<file path="src/rtl/usb_wrapper_pkg.sv">
package usb_wrapper_pkg;

  // register port
  localparam int unsigned ADDR_W = 8;
  localparam int unsigned DATA_W = 32;
  localparam logic [ADDR_W-1:0] CTRL_STATUS_ADDR = 8'h00;

  // field positions of usb_wrapper_control_status
  localparam int unsigned GENERAL_EVENT_FLAG_BIT   = 26;
  localparam int unsigned RESUME_FLAG_BIT          = 25;
  localparam int unsigned ACTIVITY_STATUS_BIT      = 24;
  localparam int unsigned RESERVED_ONE_BIT         = 15;
  localparam int unsigned ID_OVERRIDE_ENABLE_BIT   = 9;
  localparam int unsigned ID_OVERRIDE_VALUE_BIT    = 8;
  localparam int unsigned PHY_ID_MONITOR_BIT       = 7;
  localparam int unsigned VBUS_VALID_MONITOR_BIT   = 6;
  localparam int unsigned A_SESSION_MONITOR_BIT    = 5;
  localparam int unsigned B_SESSION_MONITOR_BIT    = 4;
  localparam int unsigned SESSION_END_MONITOR_BIT  = 3;
  localparam int unsigned GENERAL_EVENT_IRQ_BIT    = 2;
  localparam int unsigned RESUME_IRQ_BIT           = 1;
  localparam int unsigned ACTIVITY_IRQ_BIT         = 0;

  // writable control field occupies bits 9..0
  localparam int unsigned CTRL_W = 10;
  localparam logic [CTRL_W-1:0] CTRL_RESET = 10'h000;

  // hardware flags reset values
  localparam logic GENERAL_EVENT_RESET = 1'b0;
  localparam logic RESUME_RESET        = 1'b0;
  localparam logic ACTIVITY_RESET      = 1'b1;

  // value of the whole word after reset
  localparam logic [DATA_W-1:0] CTRL_STATUS_RESET = 32'h0100_8000;

  // mask of bits that ever read as one
  localparam logic [DATA_W-1:0] IMPLEMENTED_MASK = 32'h0700_83FF;

  // id level presented while phy monitoring and id override are both off (b-device default)
  localparam logic ID_DEFAULT_LEVEL = 1'b1;

  // input synchroniser slots
  localparam int unsigned SYNC_W        = 9;
  localparam int unsigned S_OTG_EVENT   = 0;
  localparam int unsigned S_RESUME_DET  = 1;
  localparam int unsigned S_SUSPENDED   = 2;
  localparam int unsigned S_ACTIVITY    = 3;
  localparam int unsigned S_PHY_ID      = 4;
  localparam int unsigned S_VBUS_VALID  = 5;
  localparam int unsigned S_A_SESSION   = 6;
  localparam int unsigned S_B_SESSION   = 7;
  localparam int unsigned S_SESSION_END = 8;
  localparam logic [SYNC_W-1:0] SYNC_RESET = 9'h000;

  // synchroniser depth; the checks do not reference it
  localparam int unsigned SYNC_LAT = 2;

endpackage

</file>
<file path="src/rtl/usb_clock_reset_wrapper_ctrl.sv">
// Design decisions made here: the register offsets and strobed register access.
`timescale 1ns/100ps
`default_nettype none

module usb_clock_reset_wrapper_ctrl
  import usb_wrapper_pkg::*;
(
  // clock and reset
  input  wire logic                               clk,
  input  wire logic                               srst,
  // register port
  input  wire logic [usb_wrapper_pkg::ADDR_W-1:0] regAddr,
  input  wire logic [usb_wrapper_pkg::DATA_W-1:0] regWrData,
  input  wire logic                               regWrite,
  input  wire logic                               regRead,
  output logic      [usb_wrapper_pkg::DATA_W-1:0] regRdData,
  // interrupt
  output logic                                    irq,
  // from the otg controller core
  input  wire logic                               otgBusEvent,
  input  wire logic                               otgResumeDetect,
  input  wire logic                               otgSuspended,
  input  wire logic                               otgBusActivity,
  // from the phy and its comparators
  input  wire logic                               phyId,
  input  wire logic                               phyVbusValid,
  input  wire logic                               phyASessionValid,
  input  wire logic                               phyBSessionValid,
  input  wire logic                               phySessionEnd,
  // towards the otg controller core
  output logic                                    otgId,
  output logic                                    otgVbusValid,
  output logic                                    otgASessionValid,
  output logic                                    otgBSessionValid,
  output logic                                    otgSessionEnd
);
  import usb_wrapper_pkg::*;

  typedef struct packed {
    logic [SYNC_W-1:0] syncFirst;
    logic [SYNC_W-1:0] syncSecond;
    logic [CTRL_W-1:0] ctrl;
    logic              generalEventFlag;
    logic              resumeFlag;
    logic              activityStatus;
    logic [DATA_W-1:0] rdData;
    logic              idOut;
    logic              vbusOut;
    logic              aSessOut;
    logic              bSessOut;
    logic              sessEndOut;
  } state_s;

  state_s state_reg;
  state_s state_next;

  logic [SYNC_W-1:0] rawIn;
  logic              hit;
  logic              wrHit;
  logic              rdHit;
  logic [DATA_W-1:0] wordView;

  assign rawIn = {phySessionEnd, phyBSessionValid, phyASessionValid,
                  phyVbusValid, phyId, otgBusActivity, otgSuspended,
                  otgResumeDetect, otgBusEvent};

  assign hit   = (regAddr == CTRL_STATUS_ADDR);
  assign wrHit = regWrite && hit;
  assign rdHit = regRead && hit;

  // assembled read view; unlisted bits stay zero
  always_comb
  begin
    wordView = '0;
    wordView[GENERAL_EVENT_FLAG_BIT] = state_reg.generalEventFlag;
    wordView[RESUME_FLAG_BIT]        = state_reg.resumeFlag;
    wordView[ACTIVITY_STATUS_BIT]    = state_reg.activityStatus;
    wordView[RESERVED_ONE_BIT]       = 1'b1;
    wordView[CTRL_W-1:0]             = state_reg.ctrl;
  end

  always_comb
  begin
    state_next = state_reg;

    // second stage alone reads the first
    state_next.syncFirst  = rawIn;
    state_next.syncSecond = state_reg.syncFirst;

    // only the control field is writable; a one in the activity status bit clears it, all else ignores writes
    if (wrHit)
    begin
      state_next.ctrl = regWrData[CTRL_W-1:0];
    end

    // controller owns set and clear; reads zero while its enable is off
    state_next.generalEventFlag = state_reg.syncSecond[S_OTG_EVENT]
      && state_reg.ctrl[GENERAL_EVENT_IRQ_BIT];

    // resume only counts while the link is suspended
    state_next.resumeFlag = state_reg.syncSecond[S_RESUME_DET]
                            && state_reg.syncSecond[S_SUSPENDED];

    // write one clears; a same-cycle activity still wins
    if (wrHit && regWrData[ACTIVITY_STATUS_BIT])
    begin
      state_next.activityStatus = 1'b0;
    end
    if (state_reg.syncSecond[S_ACTIVITY])
    begin
      state_next.activityStatus = 1'b1;
    end

    // read data valid in the following cycle only
    if (rdHit)
    begin
      state_next.rdData = wordView;
    end
    else
    begin
      state_next.rdData = '0;
    end

    // id source select; override wins, else disabled monitoring forces the default level
    if (state_reg.ctrl[ID_OVERRIDE_ENABLE_BIT])
    begin
      state_next.idOut = state_reg.ctrl[ID_OVERRIDE_VALUE_BIT];
    end
    else if (state_reg.ctrl[PHY_ID_MONITOR_BIT])
    begin
      state_next.idOut = state_reg.syncSecond[S_PHY_ID];
    end
    else
    begin
      state_next.idOut = ID_DEFAULT_LEVEL;
    end

    // comparators are gated low while their monitor is off
    state_next.vbusOut = state_reg.syncSecond[S_VBUS_VALID]
                         && state_reg.ctrl[VBUS_VALID_MONITOR_BIT];
    state_next.aSessOut = state_reg.syncSecond[S_A_SESSION]
                          && state_reg.ctrl[A_SESSION_MONITOR_BIT];
    state_next.bSessOut = state_reg.syncSecond[S_B_SESSION]
                          && state_reg.ctrl[B_SESSION_MONITOR_BIT];
    state_next.sessEndOut = state_reg.syncSecond[S_SESSION_END]
      && state_reg.ctrl[SESSION_END_MONITOR_BIT];

    if (srst)
    begin
      state_next.syncFirst        = SYNC_RESET;
      state_next.syncSecond       = SYNC_RESET;
      state_next.ctrl             = CTRL_RESET;
      state_next.generalEventFlag = GENERAL_EVENT_RESET;
      state_next.resumeFlag       = RESUME_RESET;
      state_next.activityStatus   = ACTIVITY_RESET;
      state_next.rdData           = '0;
      state_next.idOut            = ID_DEFAULT_LEVEL;
      state_next.vbusOut          = 1'b0;
      state_next.aSessOut         = 1'b0;
      state_next.bSessOut         = 1'b0;
      state_next.sessEndOut       = 1'b0;
    end
  end

  always_ff @(posedge clk)
  begin
    state_reg <= state_next;
  end

  assign regRdData        = state_reg.rdData;
  assign otgId            = state_reg.idOut;
  assign otgVbusValid     = state_reg.vbusOut;
  assign otgASessionValid = state_reg.aSessOut;
  assign otgBSessionValid = state_reg.bSessOut;
  assign otgSessionEnd    = state_reg.sessEndOut;

  // each flag gated by its own enable; level, not pulse
  assign irq = (state_reg.generalEventFlag
                && state_reg.ctrl[GENERAL_EVENT_IRQ_BIT])
            || (state_reg.resumeFlag && state_reg.ctrl[RESUME_IRQ_BIT])
            || (state_reg.activityStatus
                && state_reg.ctrl[ACTIVITY_IRQ_BIT]);
endmodule

`default_nettype wire

</file>
<file path="config.mk">
export PLATFORM = sky130hd
export DESIGN_NAME = usb_clock_reset_wrapper_ctrl
export DESIGN_NICKNAME = d
export VERILOG_FILES = /design/src/rtl/usb_wrapper_pkg.sv /design/src/rtl/usb_clock_reset_wrapper_ctrl.sv
export SDC_FILE = /design/constraint.sdc
export NUM_CORES = 1
export LEC_CHECK = 0
export BUFFER_PORTS_ARGS = -buffer_cell sky130_fd_sc_hd__buf_2
export CAP_MARGIN = 15
export CORE_MARGIN = 2
export CORE_UTILIZATION = 35
export DETAILED_ROUTE_END_ITERATION = 8
export SETUP_SLACK_MARGIN = 0.5
export SLEW_MARGIN = 10
export SYNTH_ARGS = -nofsm -noshare
export SYNTH_HDL_FRONTEND = slang
export SYNTH_SLANG_ARGS = --single-unit
</file>
<file path="constraint.sdc">
create_clock -name clk -period 2 [get_ports clk]
set_input_delay 0.3 -clock clk [delete_from_list [all_inputs] [get_ports clk]]
set_output_delay 0.3 -clock clk [all_outputs]
set_load 0.005 [all_outputs]
</file>
# After elaboration in Yosys (flattened, before gate mapping)
# Index checks and enable logic that the tools add are counted.
# totals
regBits	68
input_bits	53
out_inout_bits	38
# classes
muxes	3
n_bitwise	1
n_reduce_logical	17
# op_table
op	n
two-way mux 16 bit	1
logical AND 1 bit	12
zero test 8 bit	1
OR reduction 2 bit	2
logical OR 1 bit	2
two-way mux 1 bit	2
NOT 1 bit	1

# Depth between registers and ports, before layout
# Gate-level depths: netlist (run 1).
# logic_depth
word_depth	4
mapped_depth	4
depth_no_buf	3

# Worst setup path after synthesis (run 1)
# Ideal clock, no wire load.
# synth_path
path_type	in2reg
from	input port regAddr[1] (netlist name)
to	register state_reg[40] (netlist name)
arrival_ns	1.459
required_ns	1.928
slack_ns	0.469
stages	4
n_path_buf	1
path_cell_list	or4_1 nor3_2 buf_4 mux2i_1
# synth_between
elab_chain_len	2
# synth_lines
element	line_no	text
start: declaration	usb_clock_reset_wrapper_ctrl.sv:12	input wire logic [usb_wrapper_pkg::ADDR_W-1:0] regAddr,
zero test 8 bit	usb_clock_reset_wrapper_ctrl.sv:67	assign hit = (regAddr == CTRL_STATUS_ADDR);
logical AND 1 bit	usb_clock_reset_wrapper_ctrl.sv:68	assign wrHit = regWrite && hit;
end signal: assignment	usb_clock_reset_wrapper_ctrl.sv:167	state_reg <= state_next;
end: declaration	usb_clock_reset_wrapper_ctrl.sv:54	state_s state_reg;
# No other way between the ends.
# A chain may end at the register's enable or synchronous reset.

# Worst setup path after layout (run 1)
# layout_path
from	register state_reg[37] (netlist name)
to	output port irq
# layout_between
elab_chain_len	2
# layout_lines
element	line_no	text
logical AND 1 bit	usb_clock_reset_wrapper_ctrl.sv:182	&& state_reg.ctrl[ACTIVITY_IRQ_BIT]);
logical OR 1 bit	usb_clock_reset_wrapper_ctrl.sv:181	|| (state_reg.activityStatus
end: declaration	usb_clock_reset_wrapper_ctrl.sv:18	output logic irq,
# No other way between the ends.

==> out/summary.log, run 1 <==
INFO  floorplanning  placement_rows=26
INFO  synth          synth_cell_types=22
INFO  synth          synth_top_cell_area_share=54.0%
INFO  global_routing global_route_total_usage_across_every_layer=10.1%
INFO  clock_network  cts.path.max_buffers=2
INFO  placed_design  hpwl=1860um
INFO  synth          synthFlopType=dfxtp_1
INFO  clock_network  numCtsBuffers=5
INFO  synth          syn-cell-area=1850um^2
INFO  pwr            comb_power_share=4.5%
INFO  worst_setup_path required=1700ps
INFO  sta            post-route-worst-setup-slack=553ps
INFO  global_routing global_route.overflow_total=0
INFO  finish         antenna-diode-count=0
INFO  sta            hold-worst-slack=182ps
INFO  synth          ys_async_sr_fraction=0%
INFO  drt            detailedRoute.firstPassIterationCount=4
INFO  synth          synth_sequential_area_ratio=54.0%
INFO  floorplanning  design.core.area=5110um^2
INFO  synth          ys_ff_latch=50
INFO  finish         fill_cells=511
INFO  floorplanning  die_height=76.8um
INFO  pwr            sw_frac_of_total=20.5%
INFO  clock_network  ctsHtreeMaxLevel=2
INFO  finish         largest_reg_flops=31
INFO  clock_network  total_clock_sinks=50
INFO  placed_design  standard_cell_area_after_detailed_placement=2010um^2
INFO  clock_network  clk-insertion-delay-late=300ps
INFO  synth          post_synth_inst_count=176
INFO  drt            drt_wl_total=2740um
INFO  drt            met3_length=264um
INFO  clock_network  clk_transition_reported_paths=90ps
INFO  pwr            intPower=1.43mW
INFO  synth          yosysTopAreaCell=dfxtp_1
INFO  clock_network  cts_tree=done
INFO  drt            final_antenna_net_count=0
INFO  synth          yosys.cell_count.top_type=dfxtp_1
INFO  synth          post_synth_mux_area_share=5.40%
INFO  floorplanning  floorplan.die.width=76.8um
INFO  pwr            finalPower=1.80mW
INFO  sta            timing.final.max_slew_violations=0
INFO  floorplanning  floorplan.die_area=5890um^2
INFO  sta            min_period_over_period=72.4%
INFO  flow_run       max_cap_viol_count=0
INFO  floorplanning  number_of_i_o_pins=91
INFO  finish         synthToLayoutAreaGrowth=14.9%
INFO  synth          synth_adder_area_share=0%
INFO  sta            report.final.hold_viol_count=0
INFO  status         status=finished clean
INFO  placed_design  place_inst=278
INFO  sta            report.final.setup_viol=0
INFO  global_routing first_global_vias=973
INFO  synth          post_synth_main_area_contributors=dfxtp_1 (54%), buf_4 (13%), nand2b_1 (6.8%), nor2b_1 (6.4%), mux2i_1 (5.4%)
INFO  sta            finalWorstPathRequiredPeriod=1450ps
INFO  synth          post_synth_and_or_nand_nor_area_fraction=23.7%
INFO  pwr            power_frac_clock=39.0%
INFO  clock_network  cts.root.buffer_cell=clkbuf_8
INFO  synth          synth_commonest_cells=dfxtp_1 (50), buf_4 (33), nand2b_1 (20)
INFO  worst_setup_path setup.worst_path.end_class=primary output
INFO  worst_setup_path setup.worst_path.class=reg -> out
INFO  drt            highest-signal-layer=met4
INFO  synth          synthesis.yosys.warnings=0
INFO  finish         fin_area=2130um^2
INFO  sta            totalNegativeSetupSlack=0ps
INFO  synth          dominant_combinational_cell_family_by_area_after_synthesis=simple AND/OR/NAND/NOR gates
INFO  drt            drt-met1-wl=1290um
INFO  drt            dr.first_iter.drc_count=39
INFO  finish         fin_nets=268
INFO  pwr            leakage=0.969nW
INFO  placed_design  portBuffers=51
INFO  placed_design  gp_congestion=0.678
INFO  finish         finish.cell_count_without_fillers=286
INFO  finish         layout_cell_share_with_drive_strength_beyond_1=31.0%
INFO  sta            clock-skew-final=5.14ps
INFO  drt            detailroute.wirelength.met2=1150um
INFO  sta            rsz0062_at_grt=true
INFO  worst_setup_path crit_path_start_kind=register
INFO  pwr            net_load_switching_power=368uW
INFO  synth          synthXorXnorAreaFrac=0%
INFO  finish         ff_latch_area=1000um^2
INFO  drt            route.vias.total=1070
INFO  floorplanning  initial_core_util=36.3%
INFO  finish         multiInputGateArea=641um^2
INFO  synth          avgSynthCellArea=10.5um^2
INFO  pwr            power.sequential.fraction=56.5%
INFO  placed_design  pre_cts_ws=298ps
INFO  drt            vias_per_cell=3.74
INFO  synth          synth_compound_gate_area_share=1.28%
INFO  pwr            ir_drop=312uV
INFO  drt            route.detailed.drc=0
INFO  worst_hold_path holdCritPathClass=in -> reg
INFO  global_routing grt_pass1_wl=4600um
INFO  pwr            cellPowerDensity=844nW/um^2
INFO  synth          synth_enable_flop_cells=0
INFO  worst_setup_path path_max_fanout=3
INFO  worst_setup_path regToRegSetupSlack=1270ps
INFO  worst_setup_path cp.arrival=1150ps
INFO  clock_network  cts.hold.buffers_added=0
INFO  global_routing grt_antenna_before_repair=0
INFO  global_routing grt_start_max_net_pins=32
INFO  drt            routedWlPerCell=9.58um
INFO  sta            clock.fmax=691MHz
INFO  clock_network  cts_setup_buffers=0
INFO  finish         finalCoreUtilization=41.7%
[worst max-delay path: stages, from the launching register on]
cell	delay, ps
dfxtp_2	340
a222oi_1	320
inv_1	60
buf_2	130
[layer usage]
layer / up-vias / GRT usage, %
li1: 574 / -
met1: 442 / 13.1
met2: 50 / 14.6
met3: 4 / 4.82
met4: 0 / 3.82
met5: - / 0
[cell families after synthesis]
logic type / count (synthesis)
other cells: 1
buf+inv: 41
flops: 50
compound gates: 3
simple gates: 71
mux: 10
[timing repair]
action | CTS | global route
gates resized for setup | 0 | 1
endpoints found under the hold margin | 0 | 0
endpoints found under the setup margin | 0 | 1
[path summary, 6_finish.rpt]
path,startpoint,end,cells past startpoint
setup / recovery,state_reg[37]$_SDFFE_PP1P_,irq,3
hold / removal,regWrData[24],state_reg[37]$_SDFFE_PP1P_,2
setup reg to reg,state_reg[49]$_SDFFE_PP0P_,otgId$_SDFF_PP1_,2
hold reg to reg,state_reg[52]$_SDFF_PP0_,state_reg[38]$_SDFF_PP0_,2
[area by class of cell]
cell class / count / share of cell area (%)
multi-input cells: 102 / 30.1
repair buffers: 54 / 13.1
clock buffers: 5 / 3.23
clock inverters: 3 / 2.06
well taps: 70 / 4.12
flip-flops and latches: 50 / 47.1
inverters: 2 / 0.353
[power by group through the flow]
stage / sequential (mW) / clock, mW / combinational [mW]
6_report: 1.02 / 0.701 / 0.0800
5_1_grt: 1.02 / 0.788 / 0.0911
4_1_cts: 1.02 / 0.738 / 0.0810
3_5_place_dp: 1.04 / 0 / 0.0813
3_3_place_gp: 1.04 / 0 / 0.0801
2_1_floorplan: 1.04 / 0 / 0.0706
[cell usage in the layout (no fill, tap or decap), types with 2 or more instances in the layout]
master    instances
nand2b_1         20
mux2i_1          10
nand2_1           6
buf_4             3
nor2_1            7
buf_2            51
or4_4             2
conb_1           18
clkbuf_8          5
nor2b_1          19
and2_1           13
dfxtp_1          49
Note: power is estimated with default switching activity, not from simulation.
==> inputs of run 2 (changes only) <==
Settings changed: ABC_AREA set to 1.
Clock period 2 ns to 1.5 ns, I/O delays scaled along.
==> run 2 against run 1 <==
Against the previous run: final cell count up 20%; non-clock buffer count up 2; clock power rose by 10%; die area up 3.1%; worst setup slack worse by 230 ps; largest power group unchanged.
==> out/summary.log, run 2 <==
INFO  status         status=finished clean
INFO  clock_network  cts.root.buffer_cell=clkbuf_8
INFO  synth          synth_enable_flop_cells=0
INFO  worst_setup_path critical_path.n_buffers_inverters=2
INFO  worst_setup_path cp.arrival=950ps
INFO  worst_setup_path path_max_fanout=2
INFO  clock_network  cts_tree=done
INFO  synth          ys_ff_latch=50
INFO  global_routing grt_start_max_net_pins=22
INFO  global_routing global_route.peak_usage_layer=met2
INFO  finish         finalCoreUtilization=41.6%
INFO  flow_run       max_cap_viol_count=0
INFO  finish         layout_common_cells=buf_2 (51), dfxtp_1 (47), nor2_1 (43)
INFO  finish         largest_reg_flops=31
INFO  drt            dr.first_iter.drc_count=46
INFO  sta            timing.final.max_slew_violations=0
INFO  pwr            cellPowerDensity=1040nW/um^2
INFO  worst_setup_path timing.critical_path.cells=inv_2 -> o221ai_2 -> buf_2
INFO  clock_network  clk_transition_reported_paths=80ps
INFO  clock_network  cts.path.max_buffers=2
INFO  global_routing grt.met1_usage=10.8%
INFO  floorplanning  die_height=78.0um
INFO  clock_network  total_clock_sinks=50
INFO  sta            rsz0062_at_grt=true
INFO  synth          yosysTopAreaCell=dfxtp_1
INFO  drt            vias_per_cell=3.73
INFO  finish         layout.cells.most_common=buf_2
INFO  worst_hold_path whs_path_depth=3
INFO  placed_design  portBuffers=51
INFO  synth          synth_cell_types=17
INFO  pwr            ir_drop=370uV
INFO  worst_setup_path critical_path_cell_count=3
INFO  global_routing met3_usage=3.60%
INFO  sta            totalNegativeSetupSlack=0ps
INFO  synth          post_synth_main_area_contributors=dfxtp_1 (52%), buf_4 (13%), inv_1 (8.4%), nor2_1 (8.4%), nand2_1 (4.1%)
INFO  placed_design  pre_cts_ws=325ps
INFO  synth          synth_top_cell_area_share=52.3%
INFO  finish         synthToLayoutAreaGrowth=13.0%
INFO  clock_network  numCtsBuffers=5
INFO  worst_setup_path critical-path-slowest-cell=dfxtp_2
INFO  floorplanning  floorplan.die_area=6080um^2
INFO  placed_design  gp_congestion=0.743
INFO  finish         fin_nets=326
INFO  worst_setup_path crit_path_start_kind=register
INFO  drt            drt_wl_total=2780um
INFO  global_routing global_route_total_usage_across_every_layer=9.56%
INFO  pwr            leakage=1.07nW
INFO  clock_network  ctsHtreeMaxLevel=2
INFO  floorplanning  number_of_i_o_pins=91
INFO  drt            route.detailed.drc=0
INFO  synth          post_synth_inst_count=234
INFO  worst_setup_path required=1270ps
INFO  finish         fill_cells=555
INFO  floorplanning  initial_core_util=36.8%
INFO  placed_design  hpwl=2040um
INFO  synth          yosys.cell_count.top_type=dfxtp_1
INFO  floorplanning  floorplan.die.width=78.0um
INFO  synth          avgSynthCellArea=8.18um^2
INFO  drt            routedWlPerCell=8.09um
INFO  sta            min_period_over_period=78.5%
INFO  synth          ys_async_sr_fraction=0%
INFO  global_routing grt_antenna_before_repair=0
INFO  sta            clock.fmax=850MHz
INFO  worst_setup_path cp_slowest_stage_delay=330ps
INFO  sta            post-route-worst-setup-slack=323ps
INFO  clock_network  clk-insertion-delay-late=290ps
INFO  sta            report.final.hold_viol_count=0
INFO  global_routing first_global_vias=1038
INFO  finish         antenna-diode-count=0
INFO  sta            clock-skew-final=6.61ps
INFO  drt            detailedRoute.firstPassIterationCount=3
INFO  worst_setup_path cp_top_family=flip-flops
INFO  worst_setup_path setup.worst_path.class=reg -> out
INFO  sta            report.final.setup_viol=0
INFO  global_routing grtUsageMet2=15.3%
INFO  finish         layout_cell_share_with_drive_strength_beyond_1=29.6%
INFO  floorplanning  design.core.area=5200um^2
INFO  worst_setup_path setup.worst_path.end_class=primary output
INFO  synth          synthesis.yosys.warnings=0
INFO  clock_network  cts.hold.buffers_added=0
INFO  worst_setup_path worst_r2r_path_depth=3
INFO  synth          syn-cell-area=1910um^2
INFO  synth          synth_sequential_area_ratio=52.3%
INFO  drt            route.vias.total=1282
INFO  global_routing grt_pass1_wl=4490um
INFO  worst_hold_path holdCritPathClass=in -> reg
INFO  floorplanning  placement_rows=26
INFO  drt            final_antenna_net_count=0
INFO  global_routing global_route.overflow_total=0
INFO  synth          synth_commonest_cells=dfxtp_1 (50), inv_1 (43), nor2_1 (43)
INFO  sta            finalWorstPathRequiredPeriod=1180ps
INFO  synth          synthFlopType=dfxtp_1
run 2: area by class of cell:
type                       count  area [um^2]  area share, %
multi-input combinational    117          526           24.3
inverter                      43          161           7.46
clock buffer                   7         86.3           3.99
clock inverter                 1         5.00          0.231
tap                           70         87.6           4.05
sequential                    50         1000           46.4
timing repair buffer          56          293           13.5
run 2: path summary, 6_finish.rpt:
check	startpoint	end	slack, ps
worst min register to register	state_reg[66]$_SDFF_PP0_	state_reg[57]$_SDFF_PP0_	400
worst max register to register	state_reg[47]$_SDFFE_PP0P_	otgId$_SDFF_PP1_	740
worst min-delay path	otgResumeDetect	state_reg[60]$_SDFF_PP0_	130
worst max-delay path	state_reg[38]$_SDFF_PP0_	irq	320
run 2: metal layers:
layer  share of wire, %  routed length [um]
met2                 44                1230
met4                2.4                  68
met5                  0                   0
met3                7.9                 219
met1                 45                1260
run 2: power breakdown:
part	switching (mW)	internal [mW]
Clock	0.400	0.372
Combinational	0.0668	0.0484
Sequential	0.00563	1.35
Total	0.473	1.77
run 2: cell families after synthesis:
group | Yosys count | share of synthesized area [%]
other | 1 | 0.196
AND/OR/NAND/NOR | 86 | 19.9
AO/OA/AOI/OAI | 13 | 3.73
buffers and inverters | 84 | 23.9
flip-flops | 50 | 52.3
run 2: worst min-delay path, cell delays in order:
cell    delay [ps]
buf_2           70
inv_1           30
nor2_1          60
run 2: timing repair:
action                     in CTS  in global routing
gates resized for setup         4                  3
pin swaps                       1                  1
setup endpoints to repair       1                  1
buffers inserted                0                  1
run 2: metrics by stage:
| stage | power (mW) | instances | hold WS (ps) | area (um^2) |
|---|---|---|---|---|
| floorplan | 1.48 | 251 | 332 | 1980 |
| global placement | 1.50 | 335 | 392 | 2050 |
| detailed placement | 1.50 | 335 | 393 | 2050 |
| CTS | 2.28 | 343 | 119 | 2150 |
| global route | 2.36 | 344 | 112 | 2160 |
| finish | 2.24 | 344 | 128 | 2160 |
